==> config.mk <==
export PLATFORM = sky130hd
export DESIGN_NAME = ifsp_port
export DESIGN_NICKNAME = d
export VERILOG_FILES = /design/src/rtl/ifsp_pkg.sv /design/src/rtl/ifsp_port.sv /design/src/rtl/ifsp_sync.sv
export SDC_FILE = /design/constraint.sdc
export NUM_CORES = 1
export LEC_CHECK = 0
export ABC_AREA = 1
export BUFFER_PORTS_ARGS = -buffer_cell sky130_fd_sc_hd__buf_2
export CORE_ASPECT_RATIO = 1.5
export CORE_MARGIN = 5
export CORE_UTILIZATION = 51
export DETAILED_ROUTE_END_ITERATION = 8
export GPL_TIMING_DRIVEN = 1
export PLACE_DENSITY = 0.75
export SYNTH_ARGS = -nofsm -noshare
export SYNTH_HDL_FRONTEND = slang
export SYNTH_HIERARCHICAL = 1
export SYNTH_SLANG_ARGS = --single-unit
export TNS_END_PERCENT = 1
==> constraint.sdc <==
create_clock -name clock -period 1.4 [get_ports clock]
set_input_delay 0.21 -clock clock [delete_from_list [all_inputs] [get_ports clock]]
set_output_delay 0.21 -clock clock [all_outputs]
set_load 0.05 [all_outputs]
==> src/rtl/ifsp_pkg.sv <==
package ifsp_pkg;
  // ----------------------------------------------------------------
  // Timing
  // ----------------------------------------------------------------
  localparam int unsigned CLK_FREQ_HZ = 100_000_000;
  localparam int unsigned LINK_MAX_BPS = 12_000_000;
  // Wake/flush strobe must stay low this long to count (ns)
  localparam int unsigned STROBE_MIN_NS = 50;
  localparam int unsigned STROBE_MIN_CYC =
      (STROBE_MIN_NS * (CLK_FREQ_HZ / 1_000_000) + 999) / 1000;
  // ----------------------------------------------------------------
  // Word layout
  // ----------------------------------------------------------------
  localparam int unsigned WORD_BITS = 8;
  localparam logic [3:0] BIT_CNT_LAST = 4'h7;
  localparam logic [3:0] BIT_CNT_RST = 4'h0;
  localparam logic [7:0] WORD_RST = 8'h00;
  localparam logic [3:0] STROBE_CNT_RST = 4'h0;
  localparam logic [3:0] STROBE_CNT_MAX = 4'(STROBE_MIN_CYC);
  typedef enum logic [1:0] {IFSP_IDLE, IFSP_SHIFT, IFSP_DONE} ifsp_tx_state_t;
endpackage

==> src/rtl/ifsp_port.sv <==
// Behaviour
// - Link uses exactly four wires: data in, data out, clock in, clear-to-send.
// - Data enters on its input pin, leaves on its own output pin.
// - Clear-to-send driven low when ready to send, high otherwise.
// - Suspended with remote wakeup enabled, low strobe requests USB resume.
// - Powered active, low strobe flushes pending receive data on next bulk IN.
// - Link logic tolerates the peripheral clocking at up to 12 Mbps.
`timescale 1ns/1ps
`default_nettype none
module ifsp_port
  import ifsp_pkg::*;
(
  // Clock and reset
  input wire logic clock,
  input wire logic reset,
  // Isolated link pins
  input wire logic iso_serial_in,
  input wire logic iso_link_clock,
  output logic iso_serial_out,
  output logic iso_clear_to_send_n,
  // Wake and power state
  input wire logic flush_wake_n,
  input wire logic powered_active_n,
  input wire logic remote_wake_en,
  output logic resume_req,
  output logic flush_req,
  // Transmit buffer side (toward the link)
  input wire logic [ifsp_pkg::WORD_BITS-1:0] tx_data,
  input wire logic tx_valid,
  output logic tx_ready,
  // Receive buffer side (from the link)
  output logic [ifsp_pkg::WORD_BITS-1:0] rx_data,
  output logic rx_valid,
  input wire logic rx_ready
);
  import ifsp_pkg::*;

  // ----------------------------------------------------------------
  // Pin synchronisers
  // ----------------------------------------------------------------
  logic lclk_s;
  logic sdi_s;
  logic wake_s;
  logic pwr_s;
  ifsp_sync u_lclk (.clock(clock), .reset(reset), .async_in(iso_link_clock),
                    .reset_value(1'b1), .sync_out(lclk_s));
  ifsp_sync u_sdi (.clock(clock), .reset(reset), .async_in(iso_serial_in),
                   .reset_value(1'b1), .sync_out(sdi_s));
  ifsp_sync u_wake (.clock(clock), .reset(reset), .async_in(flush_wake_n),
                    .reset_value(1'b1), .sync_out(wake_s));
  ifsp_sync u_pwr (.clock(clock), .reset(reset), .async_in(powered_active_n),
                   .reset_value(1'b1), .sync_out(pwr_s));

  // ----------------------------------------------------------------
  // Link clock edge detection
  // ----------------------------------------------------------------
  logic lclk_q;
  always_ff @(posedge clock or posedge reset) begin
    if (reset) lclk_q <= 1'b1;
    else lclk_q <= lclk_s;
  end
  wire rise = lclk_s & ~lclk_q;
  wire fall = ~lclk_s & lclk_q;

  // ----------------------------------------------------------------
  // Receive shifter: sample on rising edge
  // ----------------------------------------------------------------
  logic [WORD_BITS-1:0] rx_sh_q;
  logic [3:0] rx_cnt_q;
  logic [WORD_BITS-1:0] rx_data_q;
  logic rx_valid_q;
  wire rx_word_done = rise & (rx_cnt_q == BIT_CNT_LAST);
  always_ff @(posedge clock or posedge reset) begin
    if (reset) begin
      rx_sh_q <= WORD_RST;
      rx_cnt_q <= BIT_CNT_RST;
    end else if (rise) begin
      rx_sh_q <= {sdi_s, rx_sh_q[WORD_BITS-1:1]};
      rx_cnt_q <= rx_word_done ? BIT_CNT_RST : rx_cnt_q + 4'h1;
    end
  end
  // Holding register; link pace is slow against clock so one word suffices
  always_ff @(posedge clock or posedge reset) begin
    if (reset) begin
      rx_data_q <= WORD_RST;
      rx_valid_q <= 1'b0;
    end else if (rx_word_done) begin
      rx_data_q <= {sdi_s, rx_sh_q[WORD_BITS-1:1]};
      rx_valid_q <= 1'b1;
    end else if (rx_ready) begin
      rx_valid_q <= 1'b0;
    end
  end
  assign rx_data = rx_data_q;
  assign rx_valid = rx_valid_q;

  // ----------------------------------------------------------------
  // Transmit shifter: change on falling edge
  // ----------------------------------------------------------------
  ifsp_tx_state_t st_q;
  logic [WORD_BITS-1:0] tx_sh_q;
  logic [3:0] tx_cnt_q;
  logic sdo_q;
  logic cts_n_q;
  logic tx_ready_q;
  wire load = (st_q == IFSP_IDLE) & tx_valid & tx_ready_q;
  wire tx_last = fall & (tx_cnt_q == BIT_CNT_LAST);
  always_ff @(posedge clock or posedge reset) begin
    if (reset) begin
      st_q <= IFSP_IDLE;
      tx_sh_q <= WORD_RST;
      tx_cnt_q <= BIT_CNT_RST;
      sdo_q <= 1'b1;
      cts_n_q <= 1'b1;
      tx_ready_q <= 1'b0;
    end else begin
      unique case (st_q)
        IFSP_IDLE: begin
          tx_ready_q <= ~load;
          cts_n_q <= 1'b1;
          if (load) begin
            tx_sh_q <= tx_data;
            tx_cnt_q <= BIT_CNT_RST;
            cts_n_q <= 1'b0;
            st_q <= IFSP_SHIFT;
          end
        end
        IFSP_SHIFT: begin
          // Peripheral may stall; state only moves on its edges
          if (fall) begin
            sdo_q <= tx_sh_q[0];
            tx_sh_q <= {1'b1, tx_sh_q[WORD_BITS-1:1]};
            tx_cnt_q <= tx_cnt_q + 4'h1;
            if (tx_last) st_q <= IFSP_DONE;
          end
        end
        IFSP_DONE: begin
          cts_n_q <= 1'b1;
          st_q <= IFSP_IDLE;
        end
        default: st_q <= IFSP_IDLE;
      endcase
    end
  end
  assign iso_serial_out = sdo_q;
  assign iso_clear_to_send_n = cts_n_q;
  assign tx_ready = tx_ready_q;

  // ----------------------------------------------------------------
  // Wake / flush strobe
  // ----------------------------------------------------------------
  logic [3:0] stb_cnt_q;
  logic resume_q;
  logic flush_q;
  wire stb_hit = ~wake_s & (stb_cnt_q == STROBE_CNT_MAX - 4'h1);
  always_ff @(posedge clock or posedge reset) begin
    if (reset) stb_cnt_q <= STROBE_CNT_RST;
    else if (wake_s) stb_cnt_q <= STROBE_CNT_RST;
    else if (stb_cnt_q != STROBE_CNT_MAX) stb_cnt_q <= stb_cnt_q + 4'h1;
  end
  always_ff @(posedge clock or posedge reset) begin
    if (reset) begin
      resume_q <= 1'b0;
      flush_q <= 1'b0;
    end else begin
      resume_q <= stb_hit & pwr_s & remote_wake_en;
      flush_q <= stb_hit & ~pwr_s;
    end
  end
  assign resume_req = resume_q;
  assign flush_req = flush_q;
endmodule // ifsp_port
`default_nettype wire

==> src/rtl/ifsp_sync.sv <==
`timescale 1ns/1ps
`default_nettype none
module ifsp_sync (
  // Clock and reset
  input wire logic clock,
  input wire logic reset,
  // Asynchronous level in, synchronised level out
  input wire logic async_in,
  input wire logic reset_value,
  output logic sync_out
);
  logic meta_q;
  logic sync_q;
  always_ff @(posedge clock or posedge reset) begin
    if (reset) begin
      meta_q <= 1'b1;
      sync_q <= 1'b1;
    end else begin
      meta_q <= async_in;
      sync_q <= meta_q;
    end
  end
  // Reset value strap only steers the output while held in reset
  assign sync_out = sync_q & (reset_value | ~reset);
endmodule // ifsp_sync
`default_nettype wire

==> results of run 1 <==
worst paths after layout:
kind                               startpoint       endpoint  slack (ps)  cells after the start
worst min register to register  u_lclk/meta_q  u_lclk/sync_q         360                      0
min in group clock                   rx_ready       rx_valid          70                      2
worst max register to register  u_lclk/sync_q     rx_data[5]         -20                      8
max in group asynchronous               reset         lclk_q         980                      3
worst max-delay path            u_lclk/sync_q     rx_data[5]         -20                      8
worst min-delay path                    reset     tx_sh_q[6]          20                      3
repair_timing:
action                                  in CTS  in global routing
pin swaps                                    3                 12
hold endpoints to repair                     4                  0
buffers inserted                             0                  0
gates resized for setup                      4                  8
cloned                                       0                  0
hold buffers                                 4                  0
endpoints found under the setup margin       6                 29
where the power goes:
group          switching, uW  internal, uW  leakage (uW)
combinational           1290           621      0.000860
clock                    482           529     0.0000541
sequential               295          1970      0.000642
cells by family after synthesis:
family                     count (synthesis)  synth area share [%]
buffers and inverters                     37                 6.736
other                                      1                0.1641
and+or+nand+nor                          156                 28.53
AOI/OAI and AO/OA                         13                 3.505
xor gates and xnor gates                   2                0.7668
DFF                                       52                 57.56
adders and majority gates                  5                 2.738
layer usage:
layer  share of wire (%)  up-vias
li1                    -      913
met1                  41      838
met2                  53       37
met3                 4.1        7
met4                 1.6        0
met5                   0        -
worst max-delay path, cell delays in order, from the launching register on:
cell and delay, ps:
dfstp_2 530, inv_2 30, a21oi_2 130, inv_2 70, nor2_4 160, inv_4 80, nor2_4 210, nand2_1 80
nand2_1 90
flip-flops by register name (all words and copies together), names as in the netlist, 2 cells and up:
register and flops:
rx_data 8, tx_sh_q 8, rx_sh_q 7, rx_cnt_q 4, stb_cnt_q 4, tx_cnt_q 4
st_q 2
final cells by class:
cell class / instances / area (sq um)
Timing Repair Buffer: 47 / 311.5
Multi-Input combinational cell: 180 / 849.6
Tap cell: 46 / 57.56
Fill cell: 364 / 1514
Clock buffer: 5 / 68.82
Inverter: 32 / 122.6
Clock inverter: 3 / 42.54
Sequential cell: 52 / 1315
synth_stat cells:
cell type	instances
buf_6	1
inv_1	30
nand2_2	2
nor2_1	18
ha_1	5
or2_0	1
nand3_1	22
dfrtp_1	41
nand2_1	107
a21oi_2	4
nand3b_1	1
dfstp_2	11
nand4_1	1
xor2_1	1
conb_1	1
or2_2	1
buf_4	1
xnor2_1	1
inv_2	2
buf_2	3
a21oi_1	1
o21ai_0	8
nor2_4	3
stage by stage:
stage / utilization (%) / total power (uW) / setup TNS (ps)
finish: 64.64 / 5188 / -47.19
global route: 64.64 / 5589 / -1319
CTS: 64.11 / 5216 / -31.71
detailed placement: 60.26 / 4171 / -3.618
global placement: 60.26 / 4104 / 0
floorplan: - / 3673 / 0
placed cells by master (no fill, tap or decap), drive strengths merged:
cell type,count
buf,43
clkinv,1
o21ai,8
clkbuf,5
or2,2
nand2,109
dlygate4sd3,4
nand3b,1
dfstp,11
bufinv,1
xor2,1
ha,5
clkinvlp,1
a21oi,5
conb,4
inv,32
nand4,1
nand3,22
nor2,21
xnor2,1
dfrtp,41
==> flow_summary_export.csv, run 1 <==
group,metric,value,unit
placed_design,dpl_cell_area,2580,sq um
route,finalWirelength,4.304,mm
floorplanning,row_count,29,
timing,finalWorstSetupSlack,-21.29,ps
cells_and_area,nets,340,
clocking,clockBufferDepth,2,
synthesis,synthesis.area,2285,sq um
timing,skew,10.25,ps
timing,drv_slew,0,
critical_path,worstPathMaxFanout,8,
timing,holdWs,15.47,ps
route,viasPerCell,4.918,
critical_path,cp.arrival,1670,ps
placed_design,place_ws,-2.159,ps
route,drtPass1Iterations,4,
clocking,clk_latency,300,ps
synthesis,synth_warnings,6,
power,powerDensity,1875,nW/um^2
clocking,root_buffer,"clkbuf_8",
run,maxCapViolCount,0,
global_route,grt_use_total,16.37,%
route,drt.antenna.violating_nets,0,
route,drc_errors,0,
global_route,grt-ovfl-total,0,
clocking,h-tree-depth,2,
critical_path,start_kind,"register",
floorplanning,start_util,53.36,%
route,vias,1795,
synthesis,seq_area_frac_synth,57.56,%
placed_design,place_inst,353,
synthesis,yosysTopAreaCell,"dfrtp_1",
global_route,grt_busiest_layer,"met2",
timing,finalCritPeriodShare,101.5,%
cells_and_area,antenna_cells,0,
placed_design,port_buffers,30,
critical_path,path_class,"reg2reg",
clocking,cts.sinks,52,
global_route,grt_pass1_wl,7.803,mm
timing,setup_viol,4,
synthesis,synthCells,266,
global_route,met3_usage,3.178,%
run_status,violations,"setup timing",
synthesis,synth_cell_types,23,
global_route,gr-usage-met2,29.57,%
timing,rsz0062_at_grt,"true",
floorplanning,die_h,91.98,um
global_route,first_global_vias,1815,
floorplanning,dieArea,5946,sq um
timing,fin_crit,1421,ps
cells_and_area,layout-drive-gt1-share,25.39,%
global_route,antenna_found_initial,0,
floorplanning,ios,31,
critical_path,required,1650,ps
synthesis,ys_seq_elements,52,
floorplanning,core,4282,sq um
synthesis,synth.avg_cell_area,8.589,sq um
hold_path,hp-class,"in2async",
global_route,grt_max_degree,32,
power,vdd_drop_max,1248,uV
synthesis,synth_top_area_share,44.91,%
timing,timing.fmax,703.6,MHz
placed_design,hpwl,3.090,mm
run_status,status,"finished with violations",
route,avgRoutedWirePerCell,11.79,um
placed_design,gp_congestion,0.7268,
clocking,cts_buffers,5,
clocking,cts_tree,"yes",
route,drtIter0Drc,62,
synthesis,synthTopCellsByArea,"dfrtp_1, nand2_1, dfstp_2",
cells_and_area,postLayoutCellArea,2768,sq um
critical_path,end_kind,"register",
clocking,cts.reportedPaths.clkPinSlew,100,ps
floorplanning,die_w,64.65,um
timing,hold_viol,0,
cells_and_area,synthToLayoutAreaGrowth,21.14,%
global_route,grt.met1_usage,19.10,%
cells_and_area,stdcell_count,365,
power,p_leak,0.001557,uW
Note: power is estimated with default switching activity, not from simulation.
==> inputs of run 2 (changes only) <==
--- a/config.mk
+++ b/config.mk
@@ -9,10 +9,10 @@
 export BUFFER_PORTS_ARGS = -buffer_cell sky130_fd_sc_hd__buf_2
 export CORE_ASPECT_RATIO = 1.5
 export CORE_MARGIN = 5
-export CORE_UTILIZATION = 51
+export CORE_UTILIZATION = 56
 export DETAILED_ROUTE_END_ITERATION = 8
 export GPL_TIMING_DRIVEN = 1
-export PLACE_DENSITY = 0.75
+export PLACE_DENSITY = 0.78
 export SYNTH_ARGS = -nofsm -noshare
 export SYNTH_HDL_FRONTEND = slang
 export SYNTH_HIERARCHICAL = 1
==> constraint.sdc (replaced) <==
create_clock -name clock -period 1.55 [get_ports clock]
set_input_delay 0.2325 -clock clock [delete_from_list [all_inputs] [get_ports clock]]
set_output_delay 0.2325 -clock clock [all_outputs]
set_load 0.05 [all_outputs]
==> flow_summary_export.csv, run 2 (synthesized netlist as in run 1, its figures left out) <==
group,metric,value,unit
critical_path,cpPeakStageDelay,520,ps
cells_and_area,final_cell_mix,"nand2_1, dfrtp_1, buf_2",
global_route,met3_usage,4.828,%
clocking,hold_buffers,0,
critical_path,start_kind,"register",
timing,finalCritPeriodShare,96.36,%
hold_path,hp-class,"in2reg",
cells_and_area,layout-drive-gt1-share,22.26,%
power,switchingPower,1829,uW
critical_path,worstPathMaxFanout,7,
cells_and_area,final_common_cell,"nand2_1",
timing,fin_crit,1494,ps
global_route,grt-ovfl-total,0,
floorplanning,row_count,28,
critical_path,cp.arrival,1690,ps
clocking,cts_buffers,5,
cells_and_area,synthToLayoutAreaGrowth,15.44,%
clocking,h-tree-depth,2,
floorplanning,dieArea,5483,sq um
global_route,grt_busiest_layer,"met2",
power,powerDensity,1684,nW/um^2
timing,hold_viol,0,
timing,setup_viol,0,
clocking,cts.sinks,52,
route,drtPass1Iterations,4,
power,vdd_drop_max,1410,uV
power,p_sw_share,41.19,%
floorplanning,start_util,57.71,%
power,p_int,2612,uW
global_route,grt_max_degree,45,
route,drt.antenna.violating_nets,0,
power,pwr-share-clk,16.2,%
timing,fin_setup_tns,0,ps
placed_design,hpwl,3.005,mm
global_route,antenna_found_initial,0,
power,seq_power_share,46.0,%
hold_path,min-delay-start,"powered_active_n",
placed_design,place_ws,-39.37,ps
cells_and_area,nets,331,
run_status,status,"complete, no violations",
global_route,grt.met1_usage,18.30,%
power,p_leak,0.001498,uW
floorplanning,ios,31,
cells_and_area,final_core_util,66.62,%
route,drc_errors,0,
floorplanning,die_w,62.15,um
critical_path,path_cells,"inv_1 -> a21oi_2 -> inv_2 -> nor2_4 -> buf_4 -> nand2_1 -> xor2_1",
timing,skew,5.006,ps
cells_and_area,antenna_cells,0,
critical_path,end_kind,"register",
critical_path,cp_slowest_cell,"dfstp_2",
route,viasPerCell,4.972,
critical_path,path_class,"reg2reg",
critical_path,required,1740,ps
timing,drv_slew,0,
timing,rsz0062_at_grt,"true",
power,combPwrFrac,37.8,%
route,avgRoutedWirePerCell,11.76,um
clocking,clk_latency,300,ps
global_route,first_global_vias,1805,
route,vias,1765,
run,maxCapViolCount,0,
cells_and_area,postLayoutCellArea,2638,sq um
critical_path,worstSetupStartpoint,"u_lclk/sync_q",
placed_design,dpl_cell_area,2534,sq um
clocking,clockBufferDepth,2,
timing,finalWorstSetupSlack,56.44,ps
placed_design,port_buffers,30,
critical_path,r2r-start,"u_lclk/sync_q",
clocking,cts_tree,"yes",
clocking,root_buffer,"clkbuf_8",
route,finalWirelength,4.175,mm
global_route,grt_pass1_wl,7.479,mm
global_route,gr-usage-met2,30.94,%
placed_design,gp_congestion,0.7837,
global_route,grt_use_total,17.06,%
route,drtIter0Drc,89,
timing,timing.fmax,669.5,MHz
timing,holdWs,21.99,ps
floorplanning,core,3959,sq um
clocking,cts.reportedPaths.clkPinSlew,80,ps
floorplanning,die_h,88.23,um
==> run 2: path summary, 6_finish.rpt <==
path,end,slack [ps],cells after the start
worst max-delay path,rx_cnt_q[2],60,7
worst min-delay path,u_pwr/meta_q,20,1
worst max register to register,rx_cnt_q[2],60,7
worst min register to register,u_lclk/sync_q,360,0
max in group asynchronous,iso_clear_to_send_n,1210,3
min in group asynchronous,u_pwr/sync_q,30,2
==> run 2: critical path, delay by kind of cell, from the launching register on <==
| family | cells | cell delay, ps |
|---|---|---|
| xor gates and xnor gates | 1 | 140 |
| AOI/OAI and AO/OA | 1 | 160 |
| DFF | 1 | 520 |
| buffers and inverters | 3 | 290 |
| and+or+nand+nor | 2 | 260 |
==> run 2: repair_timing <==
action | in CTS | in global routing
setup buffers | 0 | 1
resized for setup | 1 | 3
endpoints found under the setup margin | 10 | 10
pin swaps | 0 | 2
==> run 2: final cells by class <==
type	instances	area (sq um)
well taps	45	56.30
repair buffers	38	222.7
fillers	334	1321
clock buffers	7	76.32
multi-input cells	180	839.6
inverters	32	122.6
flip-flops and latches	52	1315
clock inverters	1	5.005
==> run 2: power by group through the flow <==
stage	clock network, uW	registers (uW)	logic, uW
5_1_grt	816	2100	1900
2_1_floorplan	0	2440	878
3_5_place_dp	0	2060	1670
4_1_cts	759	2040	1680
6_report	720	2040	1680
3_3_place_gp	0	2050	1620
==> run 2: metal layers <==
layer	wire, um	vias up
li1	-	895
met1	1668	822
met2	2202	40
met3	213	8
met4	91	0
met5	0	-
==> run 2: per-stage QoR <==
step / std cells / total power (uW)
4_1_cts: 354 / 4481
3_3_place_gp: 346 / 3671
3_5_place_dp: 346 / 3726
6_report: 355 / 4441
2_1_floorplan: 269 / 3318
5_1_grt: 355 / 4813
==> inputs of run 3 (changes only) <==
--- a/config.mk
+++ b/config.mk
@@ -7,9 +7,11 @@
 export LEC_CHECK = 0
 export ABC_AREA = 1
 export BUFFER_PORTS_ARGS = -buffer_cell sky130_fd_sc_hd__buf_2
+export CAP_MARGIN = 20
 export CORE_ASPECT_RATIO = 1.5
 export CORE_MARGIN = 5
 export CORE_UTILIZATION = 56
+export CTS_BUF_LIST = sky130_fd_sc_hd__clkbuf_16
 export DETAILED_ROUTE_END_ITERATION = 8
 export GPL_TIMING_DRIVEN = 1
 export PLACE_DENSITY = 0.78
==> flow_summary_export.csv, run 3 (synthesized netlist as in run 1, its figures left out) <==
group,metric,value,unit
run_status,status,"complete, no violations",
cells_and_area,final_common_cell,"nand2_1",
critical_path,required,1770,ps
critical_path,r2r_cells,8,
route,vias,1804,
placed_design,place_ws,-39.37,ps
route,viasPerCell,5.025,
timing,finalCritPeriodShare,96.24,%
timing,setup_viol,0,
power,vdd_drop_max,1205,uV
critical_path,cp.arrival,1710,ps
clocking,root_buffer,"clkbuf_16",
critical_path,worstSetupStartpoint,"u_lclk/sync_q",
route,drc_errors,0,
clocking,clk_latency,280,ps
floorplanning,die_h,88.23,um
floorplanning,start_util,57.71,%
critical_path,rrSetupSlack,60,ps
critical_path,end_kind,"register",
cells_and_area,layout-drive-gt1-share,23.57,%
placed_design,dpl_cell_area,2534,sq um
clocking,cts_buffers,5,
cells_and_area,synthToLayoutAreaGrowth,19.82,%
power,p_leak,0.001551,uW
timing,fin_crit,1492,ps
cells_and_area,nets,335,
timing,hold_viol,0,
floorplanning,dieArea,5483,sq um
clocking,h-tree-depth,2,
timing,skew,2.842,ps
global_route,grt_use_total,17.08,%
floorplanning,row_count,28,
clocking,cts.sinks,52,
hold_path,hp-class,"in2reg",
cells_and_area,final_cell_mix,"nand2_1, dfrtp_1, inv_1, buf_2, nand3_1",
placed_design,gp_congestion,0.7837,
timing,holdWs,44.17,ps
global_route,grt_max_degree,45,
floorplanning,ios,31,
route,finalWirelength,4.306,mm
placed_design,hpwl,3.005,mm
clocking,clockBufferDepth,2,
run,maxCapViolCount,0,
critical_path,cp-endpoint,"rx_data[3]",
floorplanning,core,3959,sq um
cells_and_area,final_core_util,69.15,%
global_route,antenna_found_initial,0,
clocking,cts_tree,"yes",
route,drt.antenna.violating_nets,0,
route,drtIter0Drc,105,
placed_design,port_buffers,30,
timing,finalWorstSetupSlack,58.31,ps
route,avgRoutedWirePerCell,11.99,um
clocking,cts.reportedPaths.clkPinSlew,60,ps
critical_path,r2r_end,"rx_data[3]",
cells_and_area,postLayoutCellArea,2738,sq um
global_route,grt_pass1_wl,7.507,mm
global_route,grt-ovfl-total,0,
timing,drv_slew,0,
critical_path,r2r-start,"u_lclk/sync_q",
hold_path,min_path_cells,1,
power,powerDensity,1742,nW/um^2
floorplanning,die_w,62.15,um
cells_and_area,antenna_cells,0,
global_route,first_global_vias,1802,
critical_path,path_class,"reg2reg",
critical_path,start_kind,"register",
critical_path,worstPathMaxFanout,8,
route,drtPass1Iterations,4,
timing,timing.fmax,670.4,MHz
-- run 3: what timing repair did --
action                     CTS  global route
hold buffers                 0             0
buffers inserted             0             5
resized for setup            1             7
setup endpoints to repair   10            10
pin swaps                    0             4
-- run 3: worst min path at each step --
stage                               from       endpoint  slack (ps)
after floorplan                    reset  u_lclk/meta_q         140
after detailed placement   iso_serial_in   u_sdi/meta_q         340
after global routing      iso_link_clock  u_lclk/meta_q          30
after CTS                  iso_serial_in   u_sdi/meta_q          40
final                      iso_serial_in   u_sdi/meta_q          40
after global placement     iso_serial_in   u_sdi/meta_q         340
-- run 3: metal layers --
layer / share of wire [%] / GRT usage, %
met1: 40 / 17.85
met2: 53 / 31.60
met3: 4.7 / 4.956
met4: 2.1 / 7.495
met5: 0 / 0
-- run 3: final cells by class --
cell class	count	area (sq um)
Sequential cell	52	1315
Fill cell	312	1221
Multi-Input combinational cell	180	847.1
Timing Repair Buffer	42	256.5
Clock buffer	5	125.1
Inverter	32	125.1
Tap cell	45	56.30
Clock inverter	3	12.51
-- run 3: worst max-delay path, cell delays in order (launching register included) --
cell,delay [ps]
dfstp_2,530
inv_2,40
a21oi_4,130
inv_2,70
nor2_4,210
clkinv_4,110
nor2_4,180
nand2_1,80
nand2_1,70
-- run 3: metrics by stage --
stage	setup TNS, ps	power [uW]	cells
after global placement	0	3671	346
after CTS	0	4788	354
after global routing	-245.4	5136	359
after floorplan	0	3318	269
final	0	4770	359
after detailed placement	-211.6	3726	346
-- run 3: where the power goes --
part	switching [uW]	internal, uW
clock network	434	583
logic	1180	527
registers	265	1780
total	1880	2890
